File: config.mk
export PLATFORM = sky130hd
export DESIGN_NAME = fdcr_regs
export DESIGN_NICKNAME = d
export VERILOG_FILES = /design/src/common/fdcr_pkg.sv /design/src/hdl/fdcr_regs.sv
export VERILOG_INCLUDE_DIRS = /design/src /design/src/common
export SDC_FILE = /design/constraint.sdc
export NUM_CORES = 1
export LEC_CHECK = 0
export BUFFER_PORTS_ARGS = -buffer_cell sky130_fd_sc_hd__buf_2
export CAP_MARGIN = 5
export CORE_MARGIN = 3
export CORE_UTILIZATION = 50
export CTS_BUF_LIST = sky130_fd_sc_hd__clkbuf_2 sky130_fd_sc_hd__clkbuf_4 sky130_fd_sc_hd__clkbuf_8
export DETAILED_ROUTE_END_ITERATION = 7
export PLACE_DENSITY = 0.71
export SLEW_MARGIN = 10
export SYNTH_ARGS = -nofsm -noshare
export SYNTH_HDL_FRONTEND = slang
export SYNTH_SLANG_ARGS = --single-unit
File: constraint.sdc
create_clock -name clk_sys_in -period 4.5 [get_ports clk_sys_in]
set_input_delay 0.9 -clock clk_sys_in [delete_from_list [all_inputs] [get_ports clk_sys_in]]
set_output_delay 0.9 -clock clk_sys_in [all_outputs]
set_load 0.02 [all_outputs]
File: src/common/fdcr_defines.svh
// Offsets, field positions, reset values and timing counts for the block
// ==========================================================================
// Function
// - Read/write data port at offset 5
// - FIFO disabled after reset; configure enables
// - Command start bypasses the FIFO
// - Execution phase entry flushes the FIFO
// - Missed service terminates command and transfer
// - Write underrun finishes sector with zeros
// - Read-only input status at offset 7
// - Basic mode drives only status bit 7
// - Bit 7 inverted change, forced by config
// - Enhanced bit 0 low-density flag, reset 1
// - Enhanced bits 1-2 rate, 3-6 ones
// - Extended layout: rate, noprec, dma, zeros
// - Rate keeps soft reset, hard reset 10
// - Write-only rate config at offset 7
// - Extended bit 2 stores noprec flag
// - Latest write of either register wins
// - Request flag set only when transfer allowed
// - Direction flag: 1 read, 0 write
`ifndef FDCR_DEFINES_SVH
`define FDCR_DEFINES_SVH

// ==========================================================================
// Register indexes (byte address is four times the index)
`define FDCR_IDX_DATA 4'h5
`define FDCR_IDX_STAT 4'h7
`define FDCR_IDX_CTRL 4'h8
`define FDCR_IDX_INFO 4'h9

// ==========================================================================
// Control register fields
`define FDCR_CTRL_FIFO_EN 0
`define FDCR_CTRL_THR_LO 4
`define FDCR_CTRL_THR_HI 7
`define FDCR_CTRL_FORCE_LO 8
`define FDCR_CTRL_FORCE_HI 9

// ==========================================================================
// Rate configuration fields and reset values
`define FDCR_CFG_NOPREC 2
`define FDCR_RATE_RESET 2'h2
`define FDCR_RATE_500K 2'h0
`define FDCR_RATE_1M 2'h3
`define FDCR_FIFO_DEPTH 5'h10
`define FDCR_ZERO_BYTE 8'h00

// ==========================================================================
// Host service margin in nanoseconds and in cycles of the clock period
`define FDCR_CLK_NS 4
`define FDCR_LAT_MARGIN_NS 1500
`define FDCR_LAT_MARGIN_CYC (`FDCR_LAT_MARGIN_NS / `FDCR_CLK_NS)

`endif

File: src/common/fdcr_pkg.sv
// Types shared by the data port and rate register block
package fdcr_pkg;

  // Interface layout selected by the static mode input
  typedef enum logic [1:0]
  {
    FDCR_MODE_BASIC = 2'h0,
    FDCR_MODE_ENH = 2'h1,
    FDCR_MODE_EXT = 2'h2
  } fdcr_mode_e;

  // Command phase as reported by the controller core
  typedef enum logic [1:0]
  {
    FDCR_PH_IDLE = 2'h0,
    FDCR_PH_CMD = 2'h1,
    FDCR_PH_EXEC = 2'h3,
    FDCR_PH_RES = 2'h2
  } fdcr_phase_e;

endpackage

File: src/hdl/fdcr_regs.sv
// Data port FIFO, input status and rate configuration registers over APB
`timescale 1ns/1ns
`include "fdcr_defines.svh"

module fdcr_regs
(
  // Clock, reset and clock enable
  input wire logic clk_sys_in,
  input wire logic reset_in,
  input wire logic ce_in,
  // APB slave
  input wire logic psel_in,
  input wire logic penable_in,
  input wire logic pwrite_in,
  input wire logic [7:0] paddr_in,
  input wire logic [31:0] pwdata_in,
  output logic [31:0] prdata_out,
  output logic pready_out,
  output logic pslverr_out,
  output logic [7:0] data_lane_oe_out,
  // Static configuration and side inputs
  input wire logic [1:0] mode_sel_in,
  input wire logic soft_reset_in,
  input wire logic media_changed_n_in,
  input wire logic dor_dma_gate_in,
  input wire logic dsr_rate_wr_in,
  input wire logic [1:0] dsr_rate_in,
  // Controller core phase events
  input wire logic core_cmd_start_in,
  input wire logic core_exec_start_in,
  input wire logic core_result_start_in,
  input wire logic core_cmd_done_in,
  input wire logic core_dir_read_in,
  // Controller core byte exchange
  input wire logic core_push_in,
  input wire logic [7:0] core_push_data_in,
  input wire logic core_pull_in,
  output logic core_pull_valid_out,
  output logic [7:0] core_pull_data_out,
  // Status toward core and host
  output logic request_for_master_out,
  output logic transfer_direction_out,
  output logic core_abort_out,
  output logic core_underrun_out,
  output logic core_drain_done_out,
  output logic [1:0] rate_sel_out,
  output logic noprec_out
);

  // ========================================================================
  // Declarations
  logic [7:0] fifo_mem [0:15];
  logic [3:0] wr_ptr_ff, rd_ptr_ff, thr_ff, idx;
  logic [4:0] count_ff, cap, thr_lvl, free_cnt;
  logic [1:0] force_ff, rate_ff;
  logic [31:0] prdata_ff, nxt_prdata;
  logic [7:0] lane_oe_ff, pull_data_ff, stat_byte;
  logic fifo_en_ff, noprec_ff, ovr_ff, unr_ff, abort_ff, pop_armed_ff;
  logic pready_ff, pslverr_ff, pull_valid_ff, rqm_ff, dir_ff, drain_ff;
  fdcr_pkg::fdcr_phase_e phase_ff;
  fdcr_pkg::fdcr_mode_e mode;
  logic addr_ok, access, done, wr_done, rd_done, in_exec, flush, full;
  logic empty, host_push, core_push, push, host_pop, core_pop, pop;
  logic overrun_ev, underrun_ev, nxt_rqm;

  // Decode of a register index into mapped or not
  function automatic logic idx_mapped(input logic [3:0] i);
    idx_mapped = (i == `FDCR_IDX_DATA) || (i == `FDCR_IDX_STAT) ||
                 (i == `FDCR_IDX_CTRL) || (i == `FDCR_IDX_INFO);
  endfunction

  // ========================================================================
  // Bus decode
  // Static layout selection, unknown codes fall back to basic
  always_comb
  begin
    unique case (mode_sel_in)
      2'h1: mode = fdcr_pkg::FDCR_MODE_ENH;
      2'h2: mode = fdcr_pkg::FDCR_MODE_EXT;
      default: mode = fdcr_pkg::FDCR_MODE_BASIC;
    endcase
  end

  // Access phase and completion of a transfer
  assign idx = paddr_in[5:2];
  assign addr_ok = idx_mapped(idx) && (paddr_in[1:0] == 2'h0) &&
                   (paddr_in[7:6] == 2'h0);
  assign access = psel_in && penable_in;
  assign done = access && pready_ff && ce_in;
  assign wr_done = done && pwrite_in && addr_ok;
  assign rd_done = done && !pwrite_in && addr_ok;

  // ========================================================================
  // FIFO control
  assign in_exec = (phase_ff == fdcr_pkg::FDCR_PH_EXEC);
  // Outside execution or with FIFO off only one byte is held
  assign cap = (fifo_en_ff && in_exec) ? `FDCR_FIFO_DEPTH : 5'h01;
  assign full = (count_ff >= cap);
  assign empty = (count_ff == 5'h00);
  assign flush = core_exec_start_in || core_cmd_start_in ||
                 soft_reset_in;

  // Push and pop sources chosen by transfer direction
  assign host_push = wr_done && (idx == `FDCR_IDX_DATA) && !dir_ff &&
                     !full;
  assign core_push = core_push_in && dir_ff && !full;
  assign push = host_push || core_push;
  assign host_pop = rd_done && (idx == `FDCR_IDX_DATA) && pop_armed_ff &&
                    dir_ff;
  assign core_pop = core_pull_in && !dir_ff && !empty;
  assign pop = host_pop || core_pop;

  // Service failures seen while a transfer runs
  assign overrun_ev = in_exec && core_push_in && dir_ff && full;
  assign underrun_ev = in_exec && core_pull_in && !dir_ff && empty;

  // Byte storage
  always_ff @(posedge clk_sys_in)
  begin
    if (ce_in && push)
    begin
      fifo_mem[wr_ptr_ff] <= host_push ? pwdata_in[7:0] : core_push_data_in;
    end
  end

  // Pointers and fill level
  always_ff @(posedge clk_sys_in)
  begin
    if (reset_in || (ce_in && flush))
    begin
      wr_ptr_ff <= 4'h0;
      rd_ptr_ff <= 4'h0;
      count_ff <= 5'h00;
    end
    else if (ce_in)
    begin
      wr_ptr_ff <= wr_ptr_ff + {3'h0, push};
      rd_ptr_ff <= rd_ptr_ff + {3'h0, pop};
      count_ff <= count_ff + {4'h0, push} - {4'h0, pop};
    end
  end

  // ========================================================================
  // Command phase tracking
  always_ff @(posedge clk_sys_in)
  begin
    if (reset_in)
    begin
      phase_ff <= fdcr_pkg::FDCR_PH_IDLE;
    end
    else if (ce_in)
    begin
      if (soft_reset_in || core_cmd_done_in)
      begin
        phase_ff <= fdcr_pkg::FDCR_PH_IDLE;
      end
      else if (core_cmd_start_in)
      begin
        phase_ff <= fdcr_pkg::FDCR_PH_CMD;
      end
      else if (core_exec_start_in)
      begin
        phase_ff <= fdcr_pkg::FDCR_PH_EXEC;
      end
      else if (core_result_start_in)
      begin
        phase_ff <= fdcr_pkg::FDCR_PH_RES;
      end
    end
  end

  // Sticky failure flags, a new failure beats the clear at command start
  always_ff @(posedge clk_sys_in)
  begin
    if (reset_in)
    begin
      ovr_ff <= 1'b0;
      unr_ff <= 1'b0;
      abort_ff <= 1'b0;
    end
    else if (ce_in)
    begin
      ovr_ff <= overrun_ev || (ovr_ff && !core_cmd_start_in &&
                               !soft_reset_in);
      unr_ff <= underrun_ev || (unr_ff && !core_cmd_start_in &&
                                !soft_reset_in);
      abort_ff <= overrun_ev || underrun_ev || ((ovr_ff || unr_ff) &&
                  !core_cmd_start_in && !soft_reset_in);
    end
  end

  // Bytes handed to the core, zeros once the host fell behind on a write
  always_ff @(posedge clk_sys_in)
  begin
    if (reset_in)
    begin
      pull_valid_ff <= 1'b0;
      pull_data_ff <= `FDCR_ZERO_BYTE;
    end
    else if (ce_in)
    begin
      pull_valid_ff <= core_pull_in && !dir_ff && (!empty || in_exec);
      if (core_pull_in && (empty || unr_ff))
      begin
        pull_data_ff <= `FDCR_ZERO_BYTE;
      end
      else if (core_pop)
      begin
        pull_data_ff <= fifo_mem[rd_ptr_ff];
      end
    end
  end

  // ========================================================================
  // Host request and direction flags
  assign thr_lvl = {1'b0, thr_ff} + 5'h01;
  assign free_cnt = cap - count_ff;
  always_comb
  begin
    nxt_rqm = 1'b0;
    if (phase_ff != fdcr_pkg::FDCR_PH_IDLE || !core_dir_read_in)
    begin
      if (core_dir_read_in)
      begin
        // Drained bytes stay readable after an overrun
        nxt_rqm = (fifo_en_ff && in_exec && !ovr_ff) ?
                  (count_ff >= thr_lvl) : !empty;
      end
      else
      begin
        nxt_rqm = (fifo_en_ff && in_exec) ? (free_cnt >= thr_lvl) :
                  empty;
        if (ovr_ff || unr_ff)
        begin
          nxt_rqm = 1'b0;
        end
      end
    end
  end

  // Registered flags toward host and core
  always_ff @(posedge clk_sys_in)
  begin
    if (reset_in)
    begin
      rqm_ff <= 1'b0;
      dir_ff <= 1'b0;
      drain_ff <= 1'b1;
    end
    else if (ce_in)
    begin
      rqm_ff <= nxt_rqm;
      dir_ff <= core_dir_read_in;
      drain_ff <= empty;
    end
  end

  // ========================================================================
  // Software writable state
  // FIFO enable, threshold and forced change bits
  always_ff @(posedge clk_sys_in)
  begin
    if (reset_in)
    begin
      fifo_en_ff <= 1'b0;
      thr_ff <= 4'h0;
      force_ff <= 2'h0;
    end
    else if (ce_in)
    begin
      if (soft_reset_in)
      begin
        fifo_en_ff <= 1'b0;
      end
      else if (wr_done && (idx == `FDCR_IDX_CTRL))
      begin
        fifo_en_ff <= pwdata_in[`FDCR_CTRL_FIFO_EN];
        thr_ff <= pwdata_in[`FDCR_CTRL_THR_HI:`FDCR_CTRL_THR_LO];
        force_ff <= pwdata_in[`FDCR_CTRL_FORCE_HI:`FDCR_CTRL_FORCE_LO];
      end
    end
  end

  // Data rate and no-precompensation, untouched by soft reset
  always_ff @(posedge clk_sys_in)
  begin
    if (reset_in)
    begin
      rate_ff <= `FDCR_RATE_RESET;
      noprec_ff <= 1'b0;
    end
    else if (ce_in)
    begin
      if (wr_done && (idx == `FDCR_IDX_STAT))
      begin
        rate_ff <= pwdata_in[1:0];
        if (mode == fdcr_pkg::FDCR_MODE_EXT)
        begin
          noprec_ff <= pwdata_in[`FDCR_CFG_NOPREC];
        end
      end
      else if (dsr_rate_wr_in)
      begin
        rate_ff <= dsr_rate_in;
      end
    end
  end

  // ========================================================================
  // Read data
  // Input status layout per interface mode
  always_comb
  begin
    stat_byte = 8'h00;
    stat_byte[7] = !media_changed_n_in || (force_ff != 2'h0);
    unique case (mode)
      fdcr_pkg::FDCR_MODE_ENH:
      begin
        stat_byte[0] = !((rate_ff == `FDCR_RATE_500K) ||
                         (rate_ff == `FDCR_RATE_1M));
        stat_byte[2:1] = rate_ff;
        stat_byte[6:3] = 4'hF;
      end
      fdcr_pkg::FDCR_MODE_EXT:
      begin
        stat_byte[1:0] = rate_ff;
        stat_byte[2] = noprec_ff;
        stat_byte[3] = dor_dma_gate_in;
      end
      fdcr_pkg::FDCR_MODE_BASIC:
      begin
        stat_byte[6:0] = 7'h00;
      end
    endcase
  end

  // Read multiplexer
  always_comb
  begin
    nxt_prdata = 32'h0000_0000;
    unique case (idx)
      `FDCR_IDX_DATA: nxt_prdata[7:0] = empty ? 8'h00 :
                                        fifo_mem[rd_ptr_ff];
      `FDCR_IDX_STAT: nxt_prdata[7:0] = stat_byte;
      `FDCR_IDX_CTRL: nxt_prdata = {22'h00_0000, force_ff, thr_ff, 3'h0,
                                    fifo_en_ff};
      `FDCR_IDX_INFO: nxt_prdata = {21'h00_0000, phase_ff, unr_ff, ovr_ff,
                                    count_ff, dir_ff, rqm_ff};
      default: nxt_prdata = 32'h0000_0000;
    endcase
  end

  // One wait state: data sampled on entry, transfer ends a cycle later
  always_ff @(posedge clk_sys_in)
  begin
    if (reset_in)
    begin
      pready_ff <= 1'b0;
      pslverr_ff <= 1'b0;
      prdata_ff <= 32'h0000_0000;
      lane_oe_ff <= 8'h00;
      pop_armed_ff <= 1'b0;
    end
    else if (ce_in)
    begin
      pready_ff <= access && !pready_ff;
      pslverr_ff <= access && !pready_ff && !addr_ok;
      if (access && !pready_ff)
      begin
        prdata_ff <= (addr_ok && !pwrite_in) ? nxt_prdata : 32'h0000_0000;
        pop_armed_ff <= !empty;
        lane_oe_ff <= (idx == `FDCR_IDX_STAT &&
                       mode == fdcr_pkg::FDCR_MODE_BASIC) ?
                      8'h80 : 8'hFF;
      end
    end
  end

  // ========================================================================
  // Outputs
  assign prdata_out = prdata_ff;
  assign pready_out = pready_ff;
  assign pslverr_out = pslverr_ff;
  assign data_lane_oe_out = lane_oe_ff;
  assign core_pull_valid_out = pull_valid_ff;
  assign core_pull_data_out = pull_data_ff;
  assign request_for_master_out = rqm_ff;
  assign transfer_direction_out = dir_ff;
  assign core_abort_out = abort_ff;
  assign core_underrun_out = unr_ff;
  assign core_drain_done_out = drain_ff;
  assign rate_sel_out = rate_ff;
  assign noprec_out = noprec_ff;

endmodule

==> flow_results.xml, run 1 <==
<?xml version="1.0" encoding="UTF-8"?>
<metrics>
  <group name="synthesis">
    <metric name="yosys.area_share.simple" unit="">0.103</metric>
    <metric name="synth.ff_latch_count" unit="">188</metric>
    <metric name="synth.cell_area" unit="µm²">8500</metric>
    <metric name="synthCells" unit="">626</metric>
    <metric name="synth-edff-count" unit="">128</metric>
    <metric name="share_of_cell_area_taken_by_muxes_after_synthesis" unit="">0.114</metric>
    <metric name="synthDominantCellAreaShare" unit="">0.452</metric>
    <metric name="synth_xor_area_frac" unit="">0.0124</metric>
    <metric name="asyncSetResetFlopFracSynth" unit="">0</metric>
    <metric name="main_combinational_cell_family_by_area_after_synthesis" unit="">multiplexers</metric>
    <metric name="synth.largest_area_cell" unit="">sky130_fd_sc_hd__edfxtp_1</metric>
    <metric name="postSynthAreaPerCell" unit="µm²">13.6</metric>
    <metric name="ys_top_cells_by_area" unit="">sky130_fd_sc_hd__edfxtp_1 (45%), sky130_fd_sc_hd__dfxtp_1 (14%), sky130_fd_sc_hd__mux4_2 (8.5%), sky130_fd_sc_hd__ha_1 (4.1%), sky130_fd_sc_hd__nor2_1 (2.6%)</metric>
    <metric name="ys_warn_count" unit="">0</metric>
    <metric name="synth_adder_area_share" unit="">0.0436</metric>
    <metric name="synth-main-ff-cell" unit="">sky130_fd_sc_hd__edfxtp_1</metric>
    <metric name="synth_compound_area_frac" unit="">0.0876</metric>
    <metric name="yosys.cell_types.count" unit="">63</metric>
    <metric name="synth.yosys.seq_area_share" unit="">0.593</metric>
  </group>
  <group name="layout">
    <metric name="final.fill_count" unit="">1311</metric>
    <metric name="layout.nets" unit="">803</metric>
    <metric name="synthToLayoutAreaGrowth" unit="%">10.8</metric>
    <metric name="post_layout_nonfiller_instances" unit="">938</metric>
    <metric name="drive_gt1_frac" unit="">0.255</metric>
    <metric name="insertedDiodeCount" unit="">0</metric>
    <metric name="final_cell_mix" unit="">sky130_fd_sc_hd__edfxtp_1 (128), sky130_fd_sc_hd__buf_2 (84), sky130_fd_sc_hd__nor2_1 (60)</metric>
    <metric name="most_frequent_standard_cell_in_the_layout_excluding_fill_and_tap_cells" unit="">sky130_fd_sc_hd__edfxtp_1</metric>
    <metric name="layout.cell_area.non_filler" unit="µm²">9420</metric>
    <metric name="multi_input_comb_area" unit="µm²">3150</metric>
    <metric name="storage_cell_area" unit="µm²">5050</metric>
  </group>
  <group name="min_path">
    <metric name="hold_class" unit="">flip-flop to flip-flop</metric>
    <metric name="hp-start" unit="">prdata_out[7]$_SDFFE_PP0P_</metric>
    <metric name="worst_hold_path.endpoint" unit="">prdata_out[7]$_SDFFE_PP0P_</metric>
    <metric name="cell_depth_of_the_worst_hold_path" unit="">2</metric>
  </group>
  <group name="place">
    <metric name="place.port_buffers" unit="">84</metric>
    <metric name="hpwlAfterDp" unit="µm">13900</metric>
    <metric name="gp_congestion" unit="">0.849</metric>
    <metric name="placed_cells" unit="">906</metric>
    <metric name="dp_area" unit="µm²">9030</metric>
    <metric name="preCtsSetupSlack" unit="ns">0.425</metric>
  </group>
  <group name="clocking">
    <metric name="cts_setup_buffers" unit="">0</metric>
    <metric name="cts_sinks" unit="">188</metric>
    <metric name="tritoncts" unit="">yes</metric>
    <metric name="cts-resized-gates" unit="">0</metric>
    <metric name="tritoncts.num_buffers" unit="">17</metric>
    <metric name="clk_path_buf_depth" unit="">2</metric>
    <metric name="clockRootBuffer" unit="">sky130_fd_sc_hd__clkbuf_8</metric>
    <metric name="ctsHtreeMaxLevel" unit="">4</metric>
    <metric name="cts.reportedPaths.clkPinSlew" unit="ns">0.10</metric>
    <metric name="later_pin_clock_latency_in_the_skew_report" unit="ns">0.46</metric>
    <metric name="hold_buffers" unit="">0</metric>
  </group>
  <group name="timing">
    <metric name="setup_viol" unit="">0</metric>
    <metric name="period_minus_slack" unit="ns">4.11</metric>
    <metric name="timing.slew.headroom" unit="">0.371</metric>
    <metric name="pins_over_slew_limit" unit="">0</metric>
    <metric name="timing.final.hold_violations" unit="">0</metric>
    <metric name="finalClockSkew" unit="ns">0.0172</metric>
    <metric name="post-route-period-util" unit="">0.914</metric>
    <metric name="setup_repair_after_global_routing_missed_its_margin" unit="">false</metric>
    <metric name="max_clock_freq" unit="MHz">243</metric>
    <metric name="fin_tns_setup" unit="ns">0</metric>
    <metric name="min_setup_slack_post_route" unit="ns">0.385</metric>
    <metric name="least_margin_pin_slew" unit="ns">0.943</metric>
  </group>
  <group name="power">
    <metric name="sequentialPowerShare" unit="">0.583</metric>
    <metric name="sw_frac_of_total" unit="">0.262</metric>
    <metric name="p_sw" unit="W">0.000844</metric>
    <metric name="clock_power_share" unit="">0.333</metric>
    <metric name="power.share.combinational" unit="">0.084</metric>
    <metric name="power_density" unit="nW/µm²">342</metric>
    <metric name="max-vdd-ir-drop" unit="mV">0.249</metric>
    <metric name="total_leakage_power" unit="nW">3.34</metric>
    <metric name="intPower" unit="W">0.00238</metric>
  </group>
  <group name="critical_path">
    <metric name="critical_path_peak_fanout" unit="">7</metric>
    <metric name="flop_to_flop_setup_slack" unit="ns">0.39</metric>
    <metric name="cp.arrival" unit="ns">4.48</metric>
    <metric name="r2r_end" unit="">count_ff[4]$_SDFFE_PP0P_</metric>
    <metric name="worst_ep_required_time" unit="ns">4.86</metric>
    <metric name="category_of_the_critical_setup_timing_path" unit="">flip-flop to flip-flop</metric>
    <metric name="setup.worst_path.start_class" unit="">flip-flop</metric>
    <metric name="worst_r2r_path_depth" unit="">17</metric>
    <metric name="critical_path.endpoint_type" unit="">flip-flop</metric>
    <metric name="timing.rr.start" unit="">phase_ff[1]$_SDFFE_PP0P_</metric>
  </group>
  <group name="detailed_routing">
    <metric name="drc_errors" unit="">0</metric>
    <metric name="via_count" unit="">5512</metric>
    <metric name="routed_length_per_instance" unit="µm">20.7</metric>
    <metric name="vias_per_cell" unit="">5.88</metric>
    <metric name="drt_pre_antenna_iters" unit="">5</metric>
    <metric name="wl" unit="µm">19400</metric>
    <metric name="number_of_nets_with_antenna_violations_after_routing" unit="">0</metric>
    <metric name="drt-initial-drc-count" unit="">504</metric>
  </group>
  <group name="global_route">
    <metric name="initial_antenna_violation_count" unit="">0</metric>
    <metric name="grt_pass1_wl" unit="µm">29600</metric>
    <metric name="grt-ovfl-total" unit="">0</metric>
    <metric name="grt_start_max_net_pins" unit="">45</metric>
    <metric name="grt_pass1_vias" unit="">5290</metric>
    <metric name="groute.usage.overall" unit="">0.212</metric>
  </group>
  <group name="floorplan">
    <metric name="boundaryPins" unit="">128</metric>
    <metric name="chipWidth" unit="µm">136</metric>
    <metric name="floorplan.die.height" unit="µm">136</metric>
    <metric name="dieArea" unit="µm²">18600</metric>
    <metric name="core" unit="µm²">16600</metric>
    <metric name="starting_utilization_of_the_core_area" unit="">0.511</metric>
    <metric name="num_rows" unit="">47</metric>
  </group>
  <group name="run_status">
    <metric name="status" unit="">complete, no violations</metric>
  </group>
  <group name="flow_run">
    <metric name="max_cap_violations" unit="">0</metric>
  </group>
</metrics>
[stage by stage]
stage | power, W | util | hold WS, ns
finish | 0.00322 | 0.566 | 0.467
global route | 0.00334 | 0.566 | 0.482
CTS | 0.00323 | 0.566 | 0.471
detailed placement | 0.00219 | 0.543 | 0.448
global placement | 0.00218 | 0.543 | 0.444
floorplan | 0.00211 | - | 0.457
[cells in the mapped netlist, types with 3 or more instances]
| library cell | number |
|---|---|
| sky130_fd_sc_hd__mux4_2 | 32 |
| sky130_fd_sc_hd__a31oi_1 | 3 |
| sky130_fd_sc_hd__nand4_1 | 4 |
| sky130_fd_sc_hd__mux2i_1 | 16 |
| sky130_fd_sc_hd__a22oi_1 | 17 |
| sky130_fd_sc_hd__clkbuf_1 | 17 |
| sky130_fd_sc_hd__nand2b_1 | 11 |
| sky130_fd_sc_hd__o21ai_0 | 20 |
| sky130_fd_sc_hd__o31ai_1 | 3 |
| sky130_fd_sc_hd__xor2_1 | 5 |
| sky130_fd_sc_hd__nand4b_1 | 3 |
| sky130_fd_sc_hd__nand2_1 | 44 |
| sky130_fd_sc_hd__buf_1 | 4 |
| sky130_fd_sc_hd__buf_2 | 3 |
| sky130_fd_sc_hd__dfxtp_1 | 60 |
| sky130_fd_sc_hd__ha_1 | 28 |
| sky130_fd_sc_hd__edfxtp_1 | 128 |
| sky130_fd_sc_hd__nand3_1 | 7 |
| sky130_fd_sc_hd__a211oi_1 | 8 |
| sky130_fd_sc_hd__or3_1 | 3 |
| sky130_fd_sc_hd__xnor2_1 | 7 |
| sky130_fd_sc_hd__a22o_1 | 10 |
| sky130_fd_sc_hd__nor2_1 | 60 |
| sky130_fd_sc_hd__a222oi_1 | 3 |
| sky130_fd_sc_hd__a2bb2oi_1 | 3 |
| sky130_fd_sc_hd__nor3_1 | 9 |
| sky130_fd_sc_hd__a21oi_1 | 13 |
| sky130_fd_sc_hd__nor2b_1 | 5 |
| sky130_fd_sc_hd__mux2_2 | 8 |
| sky130_fd_sc_hd__inv_1 | 20 |
| sky130_fd_sc_hd__buf_4 | 29 |
| sky130_fd_sc_hd__a221oi_1 | 7 |
[cells by family (layout without fill, tap and decap cells)]
| kind of cell | count (synthesis) | count (layout) |
|---|---|---|
| compound gates | 100 | 100 |
| fa+ha+maj | 29 | 29 |
| buf+inv | 73 | 145 |
| other cells | 1 | 21 |
| xor+xnor | 12 | 12 |
| mux | 56 | 56 |
| simple gates | 167 | 167 |
| flops | 188 | 188 |
[per-layer routing]
layer  vias to the layer above  track usage  wire length, µm
met3                        27       0.0492             1430
met5                         -            0                0
met4                         0       0.0571              298
met1                      2749        0.287             8260
met2                       238        0.347             9420
li1                       2498            -                -
[layout make-up]
type	instances	share of cell area
repair buffers	93	0.0518
clock buffers	18	0.0256
flip-flops and latches	188	0.536
multi-input cells	385	0.334
clock inverters	14	0.0154
well taps	220	0.0292
inverters	20	0.00797
[how the worst max path moves through the flow]
stage | startpoint | endpoint | slack [ns] | cells past startpoint
2_1_floorplan | ce_in | count_ff[4]$_SDFFE_PP0P_ | 0.81 | 15
3_3_place_gp | paddr_in[3] | count_ff[4]$_SDFFE_PP0P_ | 0.45 | 16
3_5_place_dp | paddr_in[4] | count_ff[4]$_SDFFE_PP0P_ | 0.42 | 16
4_1_cts | phase_ff[1]$_SDFFE_PP0P_ | count_ff[4]$_SDFFE_PP0P_ | 0.41 | 17
5_1_grt | phase_ff[1]$_SDFFE_PP0P_ | count_ff[4]$_SDFFE_PP0P_ | 0.18 | 17
6_report | phase_ff[1]$_SDFFE_PP0P_ | count_ff[4]$_SDFFE_PP0P_ | 0.39 | 17
[sequential cells by signal (all words and copies together), names as in the netlist, 2 cells and up, named ones only]
signal	flops
core_pull_data_out	8
wr_ptr_ff	4
count_ff	5
prdata_out	11
force_ff	2
phase_ff	2
rd_ptr_ff	4
rate_sel_out	2
thr_ff	4
fifo_mem	128
data_lane_oe_out	2
[power by group through the flow]
| stage | logic (W) | registers (W) | clock network (W) |
|---|---|---|---|
| after detailed placement | 0.000268 | 0.00192 | 0 |
| after global placement | 0.000260 | 0.00192 | 0 |
| after global routing | 0.000297 | 0.00188 | 0.00116 |
| final | 0.000272 | 0.00188 | 0.00107 |
| after CTS | 0.000270 | 0.00188 | 0.00108 |
| after floorplan | 0.000192 | 0.00191 | 0 |
[critical path: stages, from the launching register on]
cell                       delay, ns
sky130_fd_sc_hd__dfxtp_1        0.43
sky130_fd_sc_hd__nand3_1        0.24
sky130_fd_sc_hd__inv_1          0.16
sky130_fd_sc_hd__ha_1           0.27
sky130_fd_sc_hd__and4bb_2       0.26
sky130_fd_sc_hd__o21ai_0        0.72
sky130_fd_sc_hd__o41ai_4        0.17
sky130_fd_sc_hd__inv_1          0.09
sky130_fd_sc_hd__ha_1           0.22
sky130_fd_sc_hd__inv_1          0.05
sky130_fd_sc_hd__ha_1           0.16
sky130_fd_sc_hd__inv_1          0.06
sky130_fd_sc_hd__fa_1           0.40
sky130_fd_sc_hd__o21bai_1       0.15
sky130_fd_sc_hd__a21oi_1        0.09
sky130_fd_sc_hd__xnor2_1        0.19
sky130_fd_sc_hd__a211oi_1       0.11
sky130_fd_sc_hd__a31o_2         0.24
(Power assumes the default switching activity.)
==> run 2, diff against run 1 <==
RECOVER_POWER = 25   (was not set)
==> flow_results.xml, run 2 (same netlist as run 1, synthesis figures left out) <==
<?xml version="1.0" encoding="UTF-8"?>
<metrics>
  <group name="floorplan">
    <metric name="starting_utilization_of_the_core_area" unit="">0.511</metric>
    <metric name="dieArea" unit="µm²">18600</metric>
    <metric name="core" unit="µm²">16600</metric>
    <metric name="num_rows" unit="">47</metric>
    <metric name="boundaryPins" unit="">128</metric>
    <metric name="chipWidth" unit="µm">136</metric>
    <metric name="floorplan.die.height" unit="µm">136</metric>
  </group>
  <group name="timing">
    <metric name="pins_over_slew_limit" unit="">26</metric>
    <metric name="period_minus_slack" unit="ns">4.13</metric>
    <metric name="timing.slew.headroom" unit="">-0.163</metric>
    <metric name="timing.final.hold_violations" unit="">0</metric>
    <metric name="fin_hold_ws" unit="ns">0.474</metric>
    <metric name="setup_repair_after_global_routing_missed_its_margin" unit="">false</metric>
    <metric name="post-route-period-util" unit="">0.918</metric>
    <metric name="max_clock_freq" unit="MHz">242</metric>
    <metric name="fin_tns_setup" unit="ns">0</metric>
    <metric name="least_margin_pin_slew" unit="ns">1.74</metric>
    <metric name="setup_viol" unit="">0</metric>
    <metric name="finalClockSkew" unit="ns">0.0188</metric>
  </group>
  <group name="place">
    <metric name="place.port_buffers" unit="">84</metric>
    <metric name="gp_congestion" unit="">0.849</metric>
    <metric name="hpwlAfterDp" unit="µm">13900</metric>
  </group>
  <group name="power">
    <metric name="sw_frac_of_total" unit="">0.262</metric>
    <metric name="max-vdd-ir-drop" unit="mV">0.252</metric>
    <metric name="sequentialPowerShare" unit="">0.584</metric>
    <metric name="clock_power_share" unit="">0.334</metric>
    <metric name="total_leakage_power" unit="nW">3.16</metric>
    <metric name="power.share.combinational" unit="">0.083</metric>
    <metric name="intPower" unit="W">0.00237</metric>
    <metric name="power_density" unit="nW/µm²">345</metric>
    <metric name="p_sw" unit="W">0.000843</metric>
  </group>
  <group name="critical_path">
    <metric name="r2r_end" unit="">count_ff[4]$_SDFFE_PP0P_</metric>
    <metric name="worst_ep_required_time" unit="ns">4.87</metric>
    <metric name="setup.worst_path.start_class" unit="">flip-flop</metric>
    <metric name="worst_r2r_path_depth" unit="">17</metric>
    <metric name="crit_path_max_incr_delay" unit="ns">0.73</metric>
    <metric name="crit_top_cell" unit="">sky130_fd_sc_hd__inv_1</metric>
    <metric name="flop_to_flop_setup_slack" unit="ns">0.37</metric>
    <metric name="timing.rr.start" unit="">phase_ff[1]$_SDFFE_PP0P_</metric>
    <metric name="worstPathCellList" unit="">nand3_1, inv_1, ha_1, and4bb_2, o21ai_0, o41ai_4, inv_1, ha_1, inv_1, ha_1, inv_1, fa_1, o21bai_1, a21oi_1, xnor2_1, a211oi_1, a31o_2</metric>
    <metric name="critical_path_buf_inv_count" unit="">4</metric>
    <metric name="critical_path.endpoint_type" unit="">flip-flop</metric>
    <metric name="critical_path_peak_fanout" unit="">7</metric>
    <metric name="category_of_the_critical_setup_timing_path" unit="">flip-flop to flip-flop</metric>
    <metric name="cp_top_family" unit="">compound AO/OA/AOI/OAI gates</metric>
    <metric name="setup.worst_path.start" unit="">phase_ff[1]$_SDFFE_PP0P_</metric>
    <metric name="cp.arrival" unit="ns">4.50</metric>
    <metric name="cp_slowest_cell" unit="">sky130_fd_sc_hd__o21ai_0</metric>
  </group>
  <group name="global_route">
    <metric name="grt-ovfl-total" unit="">0</metric>
    <metric name="grt_pass1_wl" unit="µm">29600</metric>
    <metric name="grt_start_max_net_pins" unit="">45</metric>
    <metric name="initial_antenna_violation_count" unit="">0</metric>
    <metric name="groute.usage.overall" unit="">0.212</metric>
    <metric name="grt_pass1_vias" unit="">5290</metric>
  </group>
  <group name="detailed_routing">
    <metric name="number_of_nets_with_antenna_violations_after_routing" unit="">0</metric>
    <metric name="wl" unit="µm">19500</metric>
    <metric name="routed_length_per_instance" unit="µm">20.8</metric>
    <metric name="drc_errors" unit="">0</metric>
    <metric name="via_count" unit="">5566</metric>
    <metric name="vias_per_cell" unit="">5.93</metric>
    <metric name="drt-initial-drc-count" unit="">580</metric>
    <metric name="drt_pre_antenna_iters" unit="">8</metric>
  </group>
  <group name="min_path">
    <metric name="worst_hold_path.endpoint" unit="">prdata_out[7]$_SDFFE_PP0P_</metric>
    <metric name="hp-start" unit="">prdata_out[7]$_SDFFE_PP0P_</metric>
    <metric name="hold_class" unit="">flip-flop to flip-flop</metric>
    <metric name="cell_depth_of_the_worst_hold_path" unit="">2</metric>
  </group>
  <group name="clocking">
    <metric name="tritoncts.num_buffers" unit="">17</metric>
    <metric name="later_pin_clock_latency_in_the_skew_report" unit="ns">0.47</metric>
    <metric name="clk_path_buf_depth" unit="">2</metric>
    <metric name="clockRootBuffer" unit="">sky130_fd_sc_hd__clkbuf_8</metric>
    <metric name="hold_buffers" unit="">0</metric>
    <metric name="cts_sinks" unit="">188</metric>
    <metric name="ctsHtreeMaxLevel" unit="">4</metric>
    <metric name="cts_setup_buffers" unit="">0</metric>
    <metric name="cts-resized-gates" unit="">0</metric>
    <metric name="tritoncts" unit="">yes</metric>
    <metric name="cts.reportedPaths.clkPinSlew" unit="ns">0.11</metric>
  </group>
  <group name="layout">
    <metric name="multi_input_comb_area" unit="µm²">3100</metric>
    <metric name="regMostFlops" unit="">fifo_mem</metric>
    <metric name="drive_gt1_frac" unit="">0.192</metric>
    <metric name="insertedDiodeCount" unit="">0</metric>
    <metric name="final.fill_count" unit="">1340</metric>
    <metric name="most_frequent_standard_cell_in_the_layout_excluding_fill_and_tap_cells" unit="">sky130_fd_sc_hd__edfxtp_1</metric>
    <metric name="synthToLayoutAreaGrowth" unit="%">9.61</metric>
    <metric name="storage_cell_area" unit="µm²">5050</metric>
    <metric name="largest_register_ffs" unit="">128</metric>
    <metric name="layout.nets" unit="">803</metric>
    <metric name="final_cell_mix" unit="">sky130_fd_sc_hd__edfxtp_1 (128), sky130_fd_sc_hd__nor2_1 (60), sky130_fd_sc_hd__dfxtp_1 (59)</metric>
  </group>
  <group name="run_status">
    <metric name="status" unit="">finished, violations left</metric>
    <metric name="failed_checks" unit="">capacitance limit, slew limit</metric>
  </group>
  <group name="flow_run">
    <metric name="max_cap_violations" unit="">2</metric>
  </group>
</metrics>
[run 2: final cells by class]
| type | instances | area share |
|---|---|---|
| timing repair buffer | 93 | 0.0466 |
| tap | 220 | 0.0295 |
| inverter | 20 | 0.00805 |
| clock buffer | 18 | 0.0259 |
| clock inverter | 14 | 0.0156 |
| sequential | 188 | 0.541 |
| multi-input combinational | 385 | 0.333 |
[run 2: stage by stage]
step                      setup WS, ns  instance area (µm²)  cells  total power [W]   util
after floorplan                  0.806                 8580    646          0.00211      -
after global placement           0.446                 9030    906          0.00218  0.543
after detailed placement         0.425                 9030    906          0.00219  0.543
after CTS                        0.406                 9420    938          0.00323  0.566
after global routing             0.172                 9320    938          0.00333  0.560
final                            0.370                 9320    938          0.00322  0.560
[run 2: worst max-delay path by stage]
| stage | slack, ns | depth (start not counted) | to |
|---|---|---|---|
| 6_report | 0.37 | 17 | count_ff[4]$_SDFFE_PP0P_ |
| 5_1_grt | 0.17 | 17 | count_ff[4]$_SDFFE_PP0P_ |
| 4_1_cts | 0.41 | 17 | count_ff[4]$_SDFFE_PP0P_ |
| 3_5_place_dp | 0.42 | 16 | count_ff[4]$_SDFFE_PP0P_ |
| 3_3_place_gp | 0.45 | 16 | count_ff[4]$_SDFFE_PP0P_ |
| 2_1_floorplan | 0.81 | 15 | count_ff[4]$_SDFFE_PP0P_ |
[run 2: power groups by stage]
stage / logic, W / registers [W] / clock network (W)
6_report: 0.000266 / 0.00188 / 0.00107
5_1_grt: 0.000292 / 0.00188 / 0.00116
2_1_floorplan: 0.000192 / 0.00191 / 0
4_1_cts: 0.000270 / 0.00188 / 0.00108
3_3_place_gp: 0.000260 / 0.00192 / 0
3_5_place_dp: 0.000268 / 0.00192 / 0
[run 2: layer usage]
layer	vias up	GRT usage	share of wire
li1	2497	-	-
met1	2744	0.287	0.41
met2	297	0.347	0.48
met3	28	0.0492	0.087
met4	0	0.0571	0.018
met5	-	0	0
[run 2: worst register-to-register path: cells and delay by family (launching register included)]
kind	cells	cell delay, ns
AND/OR/NAND/NOR	2	0.51
flip-flops	1	0.44
adder cells (fa/ha/maj)	4	1.05
XOR/XNOR	1	0.19
buffers and inverters	4	0.36
AO/OA/AOI/OAI	6	1.50
